[src/hdl/bridge_cfg_pkg.sv]
package bridge_cfg_pkg;

  // ----------------------------------------------------------------
  // configuration map
  // ----------------------------------------------------------------
  localparam logic [7:0]  CMD_OFFSET     = 8'h04;
  localparam logic [7:0]  STS_OFFSET     = 8'h06;
  localparam logic [7:0]  CMDSTS_DWORD   = 8'h04;
  localparam logic [15:0] CMD_RESET      = 16'h0000;
  localparam logic [15:0] STS_RESET      = 16'h0010;
  // writable command bits: 8, 6, 4, 2, 1, 0
  localparam logic [15:0] CMD_WR_MASK    = 16'h0157;
  // write-one-clear status bits: 15, 14, 13, 12, 8
  localparam logic [15:0] STS_W1C_MASK   = 16'hF100;

  // ----------------------------------------------------------------
  // command fields
  // ----------------------------------------------------------------
  localparam int CMD_IO_SPACE      = 0;
  localparam int CMD_MEM_SPACE     = 1;
  localparam int CMD_INITIATOR     = 2;
  localparam int CMD_WI_PROMOTE    = 4;
  localparam int CMD_PARITY_RESP   = 6;
  localparam int CMD_SYS_ERR_RPT   = 8;

  // ----------------------------------------------------------------
  // status fields
  // ----------------------------------------------------------------
  localparam int STS_CAP_LIST      = 4;
  localparam int STS_MASTER_PAR    = 8;
  localparam int STS_TGT_ABORT_RX  = 12;
  localparam int STS_MST_ABORT_RX  = 13;
  localparam int STS_SYS_ERR_SENT  = 14;
  localparam int STS_PAR_DETECTED  = 15;

endpackage

[src/hdl/bridge_command_status_control.sv]
`timescale 1ns/1ps
module bridge_command_status_control
(
  // clock and reset
  input  wire logic        clock,
  input  wire logic        reset_n,
  // configuration access
  input  wire logic        cfg_wr_en,
  input  wire logic        cfg_rd_en,
  input  wire logic [7:0]  cfg_addr,
  input  wire logic [3:0]  cfg_byte_en,
  input  wire logic [31:0] cfg_wdata,
  output logic      [31:0] cfg_rdata,
  output logic             cfg_rd_valid,
  // downstream requests from the express side
  input  wire logic        dn_req_valid,
  input  wire logic        dn_req_io,
  input  wire logic        dn_req_write,
  input  wire logic        dn_req_poisoned,
  output logic             pci_fwd_valid,
  output logic             pci_fwd_io,
  output logic             pci_fwd_wi_promote,
  output logic             pci_fwd_bad_parity,
  output logic             dn_ur_valid,
  // upstream requests from the secondary bus
  input  wire logic        sec_req_valid,
  output logic             up_fwd_valid,
  output logic             sec_claim_enable,
  // completions and errors
  input  wire logic        cpl_ur_rcvd,
  input  wire logic        cpl_ca_rcvd,
  input  wire logic        sec_serr_n,
  output logic             err_msg_valid,
  // register views
  output logic [15:0]      bridge_command,
  output logic [15:0]      bridge_status
);
  import bridge_cfg_pkg::*;

  // ----------------------------------------------------------------
  // register state
  // ----------------------------------------------------------------
  logic [15:0] cmd_q;
  logic [15:0] cmd_d;
  logic [15:0] sts_q;
  logic [15:0] sts_d;
  logic [15:0] cmd_be_mask;
  logic [15:0] sts_be_mask;
  logic        hit;
  logic        serr_meta_q;
  logic        serr_sync_q;
  logic        serr_prev_q;
  logic        serr_event;
  logic        mem_ok;
  logic        io_ok;
  logic        poison_in;

  assign hit         = (cfg_addr == CMDSTS_DWORD);
  assign cmd_be_mask = {{8{cfg_byte_en[1]}}, {8{cfg_byte_en[0]}}};
  assign sts_be_mask = {{8{cfg_byte_en[3]}}, {8{cfg_byte_en[2]}}};
  assign mem_ok      = cmd_q[CMD_MEM_SPACE];
  assign io_ok       = cmd_q[CMD_IO_SPACE];
  assign poison_in   = dn_req_valid && dn_req_poisoned;

  // ----------------------------------------------------------------
  // command register
  // ----------------------------------------------------------------
  always_comb
  begin
    cmd_d = cmd_q;
    if (cfg_wr_en && hit)
    begin
      // only writable bits move; fixed bits keep their zero
      cmd_d = (cmd_q & ~(CMD_WR_MASK & cmd_be_mask))
            | (cfg_wdata[15:0] & CMD_WR_MASK & cmd_be_mask);
    end
    cmd_d = cmd_d & CMD_WR_MASK;
  end

  always_ff @(posedge clock or negedge reset_n)
  begin
    if (!reset_n)
      cmd_q <= CMD_RESET;
    else
      cmd_q <= cmd_d;
  end

  // ----------------------------------------------------------------
  // secondary error pin synchroniser
  // ----------------------------------------------------------------
  always_ff @(posedge clock or negedge reset_n)
  begin
    if (!reset_n)
    begin
      serr_meta_q <= 1'b1;
      serr_sync_q <= 1'b1;
      serr_prev_q <= 1'b1;
    end
    else
    begin
      serr_meta_q <= sec_serr_n;
      serr_sync_q <= serr_meta_q;
      serr_prev_q <= serr_sync_q;
    end
  end

  // one report per falling edge of the pin
  assign serr_event = serr_prev_q && !serr_sync_q;

  always_ff @(posedge clock or negedge reset_n)
  begin
    if (!reset_n)
      err_msg_valid <= 1'b0;
    else
      err_msg_valid <= serr_event && cmd_q[CMD_SYS_ERR_RPT];
  end

  // ----------------------------------------------------------------
  // status register
  // ----------------------------------------------------------------
  always_comb
  begin
    sts_d = sts_q;
    if (cfg_wr_en && hit)
      sts_d = sts_q & ~(cfg_wdata[31:16] & STS_W1C_MASK & sts_be_mask);
    // sets come after the clear so an event in the clear cycle survives
    if (poison_in)
      sts_d[STS_PAR_DETECTED] = 1'b1;
    if (poison_in && cmd_q[CMD_PARITY_RESP])
      sts_d[STS_MASTER_PAR] = 1'b1;
    if (serr_event && cmd_q[CMD_SYS_ERR_RPT])
      sts_d[STS_SYS_ERR_SENT] = 1'b1;
    if (cpl_ur_rcvd)
      sts_d[STS_MST_ABORT_RX] = 1'b1;
    if (cpl_ca_rcvd)
      sts_d[STS_TGT_ABORT_RX] = 1'b1;
    sts_d = (sts_d & STS_W1C_MASK) | STS_RESET;
  end

  always_ff @(posedge clock or negedge reset_n)
  begin
    if (!reset_n)
      sts_q <= STS_RESET;
    else
      sts_q <= sts_d;
  end

  // ----------------------------------------------------------------
  // configuration read port
  // ----------------------------------------------------------------
  always_ff @(posedge clock or negedge reset_n)
  begin
    if (!reset_n)
    begin
      cfg_rdata    <= 32'h0000_0000;
      cfg_rd_valid <= 1'b0;
    end
    else
    begin
      cfg_rd_valid <= cfg_rd_en;
      if (cfg_rd_en && hit)
        cfg_rdata <= {sts_q, cmd_q};
      else
        cfg_rdata <= 32'h0000_0000;
    end
  end

  always_ff @(posedge clock or negedge reset_n)
  begin
    if (!reset_n)
    begin
      bridge_command <= CMD_RESET;
      bridge_status  <= STS_RESET;
    end
    else
    begin
      bridge_command <= cmd_d;
      bridge_status  <= sts_d;
    end
  end

  // ----------------------------------------------------------------
  // downstream steering
  // ----------------------------------------------------------------
  // special cycles have no path here: nothing is decoded for them
  always_ff @(posedge clock or negedge reset_n)
  begin
    if (!reset_n)
    begin
      pci_fwd_valid      <= 1'b0;
      pci_fwd_io         <= 1'b0;
      pci_fwd_wi_promote <= 1'b0;
      pci_fwd_bad_parity <= 1'b0;
      dn_ur_valid        <= 1'b0;
    end
    else
    begin
      pci_fwd_valid <= dn_req_valid
                       && (dn_req_io ? io_ok : mem_ok);
      dn_ur_valid   <= dn_req_valid
                       && (dn_req_io ? !io_ok : !mem_ok);
      pci_fwd_io    <= dn_req_io;
      pci_fwd_wi_promote <= dn_req_valid && !dn_req_io && dn_req_write
                            && mem_ok && cmd_q[CMD_WI_PROMOTE];
      // poison is passed on whatever the parity response setting
      pci_fwd_bad_parity <= poison_in
                            && (dn_req_io ? io_ok : mem_ok);
    end
  end

  // ----------------------------------------------------------------
  // upstream steering
  // ----------------------------------------------------------------
  always_ff @(posedge clock or negedge reset_n)
  begin
    if (!reset_n)
    begin
      up_fwd_valid     <= 1'b0;
      sec_claim_enable <= 1'b0;
    end
    else
    begin
      up_fwd_valid     <= sec_req_valid && cmd_q[CMD_INITIATOR];
      sec_claim_enable <= cmd_d[CMD_INITIATOR];
    end
  end
endmodule // bridge_command_status_control

[config.mk]
export PLATFORM = sky130hd
export DESIGN_NAME = bridge_command_status_control
export DESIGN_NICKNAME = d
export VERILOG_FILES = /design/src/hdl/bridge_cfg_pkg.sv /design/src/hdl/bridge_command_status_control.sv
export SDC_FILE = /design/constraint.sdc
export NUM_CORES = 1
export LEC_CHECK = 0
export BUFFER_PORTS_ARGS = -buffer_cell sky130_fd_sc_hd__buf_4
export CORE_ASPECT_RATIO = 0.9
export CORE_UTILIZATION = 35
export CTS_CLUSTER_SIZE = 14
export DETAILED_ROUTE_END_ITERATION = 10
export PLACE_DENSITY = 0.85
export SLEW_MARGIN = 5
export SYNTH_ARGS = -nofsm -noshare
export SYNTH_HDL_FRONTEND = slang
export SYNTH_SLANG_ARGS = --single-unit
[constraint.sdc]
create_clock -name clock -period 0.95 [get_ports clock]
set_input_delay 0.285 -clock clock [delete_from_list [all_inputs] [get_ports clock]]
set_output_delay 0.285 -clock clock [all_outputs]
set_load 0.05 [all_outputs]
==> results of run 1 <==
[kinds of logic after synthesis]
logic type             Yosys count  synth area share
AND/OR/NAND/NOR                 31            0.1627
buffers and inverters           43            0.2091
multiplexers                     7           0.04968
other                            2          0.004809
flip-flops                      34            0.5473
AO/OA/AOI/OAI                    5           0.02644
[layout make-up]
cell class	count	area, um2
fill	362	1797
clock inverter	1	5.005
multi-input combinational	85	563.0
sequential	34	855.8
clock buffer	7	86.33
timing repair buffer	85	802.0
tap	60	75.07
[metal layers]
layer	vias to the layer above	global-route usage
met4	0	0.09559
met2	62	0.2792
met1	516	0.1447
met5	-	0
li1	500	-
met3	7	0.03374
[metrics by stage]
step	utilization	instance area (um2)	instances	total power, W
3_3_place_gp	0.4737	1982	248	0.002257
5_1_grt	0.5706	2387	272	0.003527
6_report	0.5706	2387	272	0.003397
2_1_floorplan	-	1708	161	0.002174
3_5_place_dp	0.4737	1982	248	0.002267
4_1_cts	0.5610	2347	270	0.003415
[repair_timing]
action | 4_1_cts | 5_1_grt
endpoints found under the hold margin | 31 | 0
buffers inserted | 12 | 2
pin swaps | 9 | 6
resized for setup | 47 | 11
hold buffers | 1 | 0
gates cloned | 1 | 0
endpoints found under the setup margin | 53 | 58
[synth_stat cells]
| cell | n |
|---|---|
| buf_4 | 42 |
| nor4_4 | 1 |
| and3b_1 | 1 |
| nor2b_1 | 1 |
| mux2i_1 | 1 |
| nand4_4 | 1 |
| dfstp_2 | 3 |
| a32o_1 | 1 |
| mux2_2 | 6 |
| nor4bb_1 | 1 |
| a22o_1 | 1 |
| and3_2 | 1 |
| nor2_1 | 1 |
| nand3_1 | 1 |
| conb_1 | 2 |
| and2_1 | 3 |
| and3_1 | 1 |
| nand4_1 | 5 |
| nor4b_4 | 1 |
| nand2_1 | 2 |
| dfrtp_1 | 31 |
| a21o_1 | 3 |
| and2_2 | 11 |
| buf_6 | 1 |
[path summary, 6_finish.rpt]
check,start,to,cells past startpoint
max,flip-flop,bridge_command[2],1
min,sec_serr_n,serr_meta_q,1
max reg2reg,flip-flop,flip-flop,3
min reg2reg,serr_meta_q,serr_sync_q,0
max in group asynchronous,reset_n,serr_sync_q,2
min in group asynchronous,reset_n,cfg_rdata[29],2
[power by group through the flow]
stage | sequential, W | clock (W) | combinational, W
after floorplan | 0.00164 | 0 | 0.000531
after global placement | 0.00154 | 0 | 0.000720
after detailed placement | 0.00154 | 0 | 0.000726
after CTS | 0.00151 | 0.00110 | 0.000802
after global routing | 0.00152 | 0.00115 | 0.000859
final | 0.00152 | 0.00106 | 0.000823
[worst reg2reg max path: cells and delay by family (launching register included)]
family	cells	cell delay, ps
buf+inv	2	270
flops	1	400
mux	1	250
==> results.yml, run 1 <==
run_status:
  status: "finished, violations left"
  violations: "setup timing"
cells_and_area:
  final_cell_mix: "buf_6 (43), conb_1 (41), buf_4 (41)"
  drive_above_1_share: 0.5613
  area_delta_synth_final_pct: 52.88
  layout_commonest_cell: "buf_6"
  fin_nets: 267
  diodes: 0
floorplan:
  io_pins: 129
  die_h_um: 65.37
  start_util: 0.3732
  coreArea_um2: 4184
  rows: 22
  die_w_um: 72.41
  dieArea_um2: 4733
pwr:
  pwr-share-clk: 0.311
  combPwrFrac: 0.242
  p_int_w: 0.002308
  swShare: 0.3207
  seqPwrFrac: 0.446
  power_density_nw_per_um2: 1423
  p_sw_w: 0.001090
  p_leak_nw: 1.251
  ir_drop_v: 0.0006083
sta:
  fin_skew_ps: 5.100
  worst_hold_slack_ps: 106.0
  max_freq_ghz: 0.8474
  setup_ws_ps: -230.0
  finalSetupTns_ps: -7108
  fin_crit_sh: 1.242
  final-hold-violation-count: 0
  setup_viol: 56
  layout_min_cycle_time_ps: 1180
  rsz0062_at_grt: "true"
  slew_violations: 0
logic_synthesis:
  ys_seq_elements: 34
  synth_top_area_frac: 0.4968
  synthCells: 122
  netlist_top_cells_area: "dfrtp_1 (50%), buf_4 (20%), and2_2 (5.3%)"
  syn-cell-area_um2: 1561
  seq_area_frac_synth: 0.5473
  ys_types: 24
  synth-warning-count: 0
  syn_area_per_cell_um2: 12.80
  yosysTopAreaCell: "dfrtp_1"
critical_path:
  worstPathRequired_ps: 660
  start_kind: "flip-flop"
  crit_buf_inv: 1
  critPathArrivalTime_ps: 900
  crit_family: "flip-flops"
  cpPeakStageDelay_ps: 430
  crit_slowest_cell: "dfrtp_1"
  crit_path_max_fanout: 5
  crit_chain: "buf_6"
  worst_setup_path_end_kind: "primary output"
  rrSetupSlack_ps: -80
  critical_path_class: "reg2out"
clock_tree:
  clock_latency_ps: 280
  cts_buffers: 5
  clock_path_buffers: 2
  cts_tree: "yes"
  htree_levels: 2
  clkSlewWorstSetupHoldPaths_ps: 60
  cts-root-buf: "clkbuf_8"
  clock_sink_count: 34
routing:
  vias: 1085
  highest_layer: "met4"
  vias_per_cell: 3.989
  drt-initial-drc-count: 32
  wl_met3_um: 236
  dr_wl_met2_mm: 1.812
  antenna_left: 0
  drt-met1-wl_mm: 1.161
  drc: 0
  drtPass1Iterations: 3
  drt-wirelength-per-cell_um: 12.09
  wl_mm: 3.288
place:
  dp_hpwl_mm: 2.296
  io_buffers: 65
  pre_cts_ws_ps: -494.1
  globalplace.congestion: 0.7648
grt:
  overflow: 0
  grt_use_total: 0.1484
  antenna_found_initial: 0
  grt_first_pass_wirelength_mm: 5.016
  grt_max_degree: 35
  grt_pass1_vias: 1038
flow_run:
  drv_cap: 0
worst_hold_path:
  worstHoldPathType: "in2reg"
Note: power is estimated with default switching activity, not from simulation.
==> run 2, diff against run 1 <==
--- a/config.mk
+++ b/config.mk
@@ -5,12 +5,14 @@
 export SDC_FILE = /design/constraint.sdc
 export NUM_CORES = 1
 export LEC_CHECK = 0
+export ABC_AREA = 1
 export BUFFER_PORTS_ARGS = -buffer_cell sky130_fd_sc_hd__buf_4
 export CORE_ASPECT_RATIO = 0.9
-export CORE_UTILIZATION = 35
+export CORE_UTILIZATION = 36
 export CTS_CLUSTER_SIZE = 14
 export DETAILED_ROUTE_END_ITERATION = 10
 export PLACE_DENSITY = 0.85
+export REMOVE_ABC_BUFFERS = 1
 export SLEW_MARGIN = 5
 export SYNTH_ARGS = -nofsm -noshare
 export SYNTH_HDL_FRONTEND = slang
==> results.yml, run 2 <==
routing:
  drt-initial-drc-count: 42
  wl_mm: 3.842
  drt-wirelength-per-cell_um: 11.75
  antenna_left: 0
  vias: 1294
  drt-met1-wl_mm: 1.320
  vias_per_cell: 3.957
  drc: 0
  highest_layer: "met4"
  wl_met3_um: 283
  drtPass1Iterations: 4
  dr_wl_met2_mm: 2.119
critical_path:
  timing.rr.end: "bridge_status[14]"
  crit_buf_inv: 1
  rr_startpoint: "serr_prev_q"
  rrSetupSlack_ps: 40
  start_kind: "flip-flop"
  crit_slowest_cell: "dfrtp_1"
  crit_path_max_fanout: 3
  worstPathRequired_ps: 660
  crit_family: "flip-flops"
  cpPeakStageDelay_ps: 420
  critPathArrivalTime_ps: 890
  crit_chain: "buf_6"
  critical_path_class: "reg2out"
  r2r_cells: 4
  worst_setup_path_end_kind: "primary output"
pwr:
  p_total_w: 0.003634
  swShare: 0.3238
  p_int_w: 0.002457
  pwr-share-clk: 0.367
  combPwrFrac: 0.219
  power_density_nw_per_um2: 1398
  ir_drop_v: 0.0006126
  seqPwrFrac: 0.413
  p_sw_w: 0.001177
  p_leak_nw: 1.388
sta:
  setup_ws_ps: -226.0
  setup_viol: 36
  fin_crit_sh: 1.238
  finalSetupTns_ps: -5425
  max_freq_ghz: 0.8503
  fin_skew_ps: 3.800
  worst_hold_slack_ps: 98.67
  rsz0062_at_grt: "true"
  layout_min_cycle_time_ps: 1176
  final-hold-violation-count: 0
  slew_violations: 0
run_status:
  status: "finished, violations left"
  violations: "setup timing"
place:
  io_buffers: 65
  globalplace.congestion: 0.7645
  dp_hpwl_mm: 2.550
  pre_cts_ws_ps: -334.4
worst_hold_path:
  holdCritStartpoint: "sec_serr_n"
  min_path_cells: 1
  worstHoldPathType: "in2reg"
  hold_end: "serr_meta_q"
logic_synthesis:
  synthCells: 180
  seq_area_frac_synth: 0.5097
  ys.flop_type: "dfrtp_1"
  yosysTopAreaCell: "dfrtp_1"
  syn-cell-area_um2: 1677
  synth_common_cells: "buf_4 (43), nand2_1 (35), dfrtp_1 (31)"
  netlist_top_cells_area: "dfrtp_1 (46%), buf_4 (19%), nand2_1 (7.8%)"
  synth-warning-count: 0
  ys_types: 16
  synth_edf_count: 0
  ys_async_sr_fraction: 1.000
  synth.most_common_cell: "buf_4"
  ys_seq_elements: 34
  synth_top_area_frac: 0.4627
  syn_area_per_cell_um2: 9.314
floorplan:
  die_h_um: 66.74
  die_w_um: 73.94
  io_pins: 129
  dieArea_um2: 4934
  start_util: 0.3759
  coreArea_um2: 4461
  rows: 23
clock_tree:
  clock_path_buffers: 2
  htree_levels: 2
  cts_tree: "yes"
  clock_latency_ps: 290
  cts-root-buf: "clkbuf_8"
  clock_sink_count: 34
  cts_buffers: 5
  clkSlewWorstSetupHoldPaths_ps: 70
grt:
  grt_max_degree: 35
  grt_use_total: 0.1617
  grt_pass1_vias: 1245
  grt_first_pass_wirelength_mm: 5.685
  antenna_found_initial: 0
  overflow: 0
cells_and_area:
  diodes: 0
  drive_above_1_share: 0.4679
  layout_commonest_cell: "buf_4"
  area_delta_synth_final_pct: 55.07
  fin_nets: 320
  final_cell_mix: "buf_4 (42), conb_1 (41), buf_6 (37)"
flow_run:
  drv_cap: 0
run 2: cell count changes after synthesis, sizes merged, moves of 2 or more:
cell   delta
and3      -2
inv      +25
and2     -14
a21o      -3
mux2      -6
nor2     +21
nand2    +34
nand3     +8
buf       +2
run 2: per-stage QoR:
stage	instance area (um2)	util	cells
final	2600	0.5829	327
after CTS	2435	0.5459	324
after global placement	2128	0.4771	309
after global routing	2600	0.5829	327
after floorplan	1478	-	174
after detailed placement	2128	0.4771	309
run 2: power by group through the flow:
stage | clock, W | combinational [W] | sequential (W)
after floorplan | 0 | 0.000400 | 0.00162
after global placement | 0 | 0.000714 | 0.00152
after detailed placement | 0 | 0.000723 | 0.00153
after CTS | 0.00135 | 0.000760 | 0.00150
after global routing | 0.00142 | 0.000840 | 0.00150
final | 0.00133 | 0.000797 | 0.00150
run 2: routing by layer:
metal / up-vias / GRT usage
met3: 14 / 0.04539
li1: 619 / -
met4: 0 / 0.08894
met5: - / 0
met2: 81 / 0.2909
met1: 580 / 0.1679
run 2: cell families after synthesis:
family,count (synthesis),synth area share
other,2,0.004479
buffers and inverters,70,0.2619
AO/OA/AOI/OAI,1,0.002982
AND/OR/NAND/NOR,73,0.2209
flip-flops,34,0.5097
run 2: timing repair:
action                     4_1_cts  5_1_grt
hold buffers                     1        0
buffers inserted                 6        5
pin swaps                        3       12
cloned                           0        1
setup endpoints to repair       39       55
gates resized for setup         38       31
hold endpoints to repair        31        0
run 2: how the worst max path moves through the flow:
stage | slack, ps | cells past startpoint | from | end
global route | -250 | 1 | flip-flop | sec_claim_enable
floorplan | -290 | 2 | flip-flop | cfg_rdata[2]
finish | -230 | 1 | flip-flop | bridge_command[2]
global placement | -290 | 8 | cfg_addr[7] | bridge_status[13]
CTS | -240 | 1 | flip-flop | bridge_command[2]
detailed placement | -330 | 8 | cfg_addr[7] | bridge_status[8]
run 2: final cells by class:
class / instances / area [um2]
Multi-Input combinational cell: 115 / 650.6
Sequential cell: 34 / 854.6
Clock buffer: 5 / 68.82
Fill cell: 357 / 1861
Timing Repair Buffer: 83 / 807.0
Inverter: 25 / 96.34
Tap cell: 62 / 77.57
Clock inverter: 3 / 45.04
==> run 3, diff against run 2 <==
--- a/config.mk
+++ b/config.mk
@@ -5,10 +5,10 @@
 export SDC_FILE = /design/constraint.sdc
 export NUM_CORES = 1
 export LEC_CHECK = 0
-export ABC_AREA = 1
+export ABC_AREA = 0
 export BUFFER_PORTS_ARGS = -buffer_cell sky130_fd_sc_hd__buf_4
 export CORE_ASPECT_RATIO = 0.9
-export CORE_UTILIZATION = 36
+export CORE_UTILIZATION = 35
 export CTS_CLUSTER_SIZE = 14
 export DETAILED_ROUTE_END_ITERATION = 10
 export PLACE_DENSITY = 0.85
==> results.yml, run 3 (synthesized netlist as in run 1, its figures left out) <==
cells_and_area:
  final_cell_mix: "buf_6 (46), conb_1 (41), buf_4 (37)"
  drive_above_1_share: 0.5592
  fin_nets: 266
  final_area_um2: 2420
  diodes: 0
  multi_input_area_um2: 570.5
  num-fill-cells: 370
  fin_cells: 271
  layout_commonest_cell: "buf_6"
  area_delta_synth_final_pct: 54.97
  utilization: 0.5783
  regArea_um2: 854.6
clock_tree:
  clock_path_buffers: 2
  clkSlewWorstSetupHoldPaths_ps: 70
  clock_latency_ps: 290
  cts_buffers: 5
  cts_tree: "yes"
  cts-root-buf: "clkbuf_8"
  clock_sink_count: 34
  htree_levels: 2
critical_path:
  crit_chain: "buf_6"
  start_kind: "flip-flop"
  crit_slowest_cell: "dfrtp_1"
  crit_family: "flip-flops"
  worst_setup_path_end_kind: "primary output"
  crit_buf_inv: 1
  critical_path_class: "reg2out"
  cpPeakStageDelay_ps: 420
  crit_path_max_fanout: 5
  worstPathRequired_ps: 660
  critPathArrivalTime_ps: 890
sta:
  final-hold-violation-count: 0
  setup_viol: 54
  fin_skew_ps: 5.226
  max_freq_ghz: 0.8511
  setup_ws_ps: -225.0
  rsz0062_at_grt: "true"
  layout_min_cycle_time_ps: 1175
  slew_violations: 0
  worst_hold_slack_ps: 98.95
  fin_crit_sh: 1.237
place:
  placedCellCount: 247
  dp_hpwl_mm: 2.214
  dpl_cell_area_um2: 1974
  globalplace.congestion: 0.7161
  io_buffers: 65
grt:
  overflow: 0
  grt_use_total: 0.1407
  antenna_found_initial: 0
  grt_first_pass_wirelength_mm: 4.747
  grt_pass1_vias: 1036
  grt_max_degree: 35
routing:
  drt-initial-drc-count: 14
  drtPass1Iterations: 4
  vias_per_cell: 4.033
  drt-wirelength-per-cell_um: 12.00
  antenna_left: 0
  drc: 0
  wl_mm: 3.253
  vias: 1093
floorplan:
  rows: 22
  start_util: 0.3732
  coreArea_um2: 4184
  io_pins: 129
  dieArea_um2: 4733
  die_h_um: 65.37
  die_w_um: 72.41
flow_run:
  drv_cap: 0
run_status:
  violations: "setup timing"
  status: "finished, violations left"
pwr:
  power_density_nw_per_um2: 1498
  p_total_w: 0.003624
  p_leak_nw: 1.253
  ir_drop_v: 0.0006491
worst_hold_path:
  worstHoldPathType: "in2reg"
==> run 3: what timing repair did <==
| action | 4_1_cts | 5_1_grt |
|---|---|---|
| hold buffers | 1 | 0 |
| setup endpoints to repair | 55 | 57 |
| buffers inserted | 12 | 2 |
| gates cloned | 1 | 0 |
| gates resized for setup | 50 | 10 |
| hold endpoints to repair | 31 | 0 |
| pin swaps | 14 | 14 |
==> run 3: report_power, final <==
part | internal, W | total [W] | leakage, nW | switching (W)
combinational | 0.000221 | 0.000805 | 0.762 | 0.000584
clock | 0.000779 | 0.00130 | 0.0504 | 0.000524
sequential | 0.00149 | 0.00152 | 0.440 | 0.0000259
==> run 3: through the flow <==
| stage | setup TNS, ps | setup WS [ps] |
|---|---|---|
| finish | -7824 | -225.0 |
| global route | -9211 | -266.9 |
| CTS | -7600 | -242.3 |
| detailed placement | -10300 | -499.6 |
| global placement | -9711 | -479.2 |
| floorplan | -7879 | -362.7 |
==> run 3: metal layers <==
layer	vias up	GRT usage	wire length (um)
li1	497	-	-
met1	511	0.1388	1109
met2	76	0.2558	1782
met3	9	0.04601	282
met4	0	0.08333	78
met5	-	0	0
==> run 3: path summary, 6_finish.rpt <==
check / cells after the start / endpoint / startpoint / slack, ps
max: 1 / bridge_command[2] / flip-flop / -220
min: 1 / serr_meta_q / sec_serr_n / 100
max reg2reg: 3 / bridge_status[14] / flip-flop / -30
min reg2reg: 0 / serr_sync_q / serr_meta_q / 360
max in group asynchronous: 2 / serr_sync_q / reset_n / 160
min in group asynchronous: 2 / cfg_rdata[28] / reset_n / 470
==> run 3: final cells by class <==
| class | count | share of cell area |
|---|---|---|
| well taps | 60 | 0.03102 |
| clock buffers | 5 | 0.02844 |
| flip-flops and latches | 34 | 0.3532 |
| clock inverters | 3 | 0.01861 |
| repair buffers | 84 | 0.3330 |
| multi-input cells | 85 | 0.2358 |
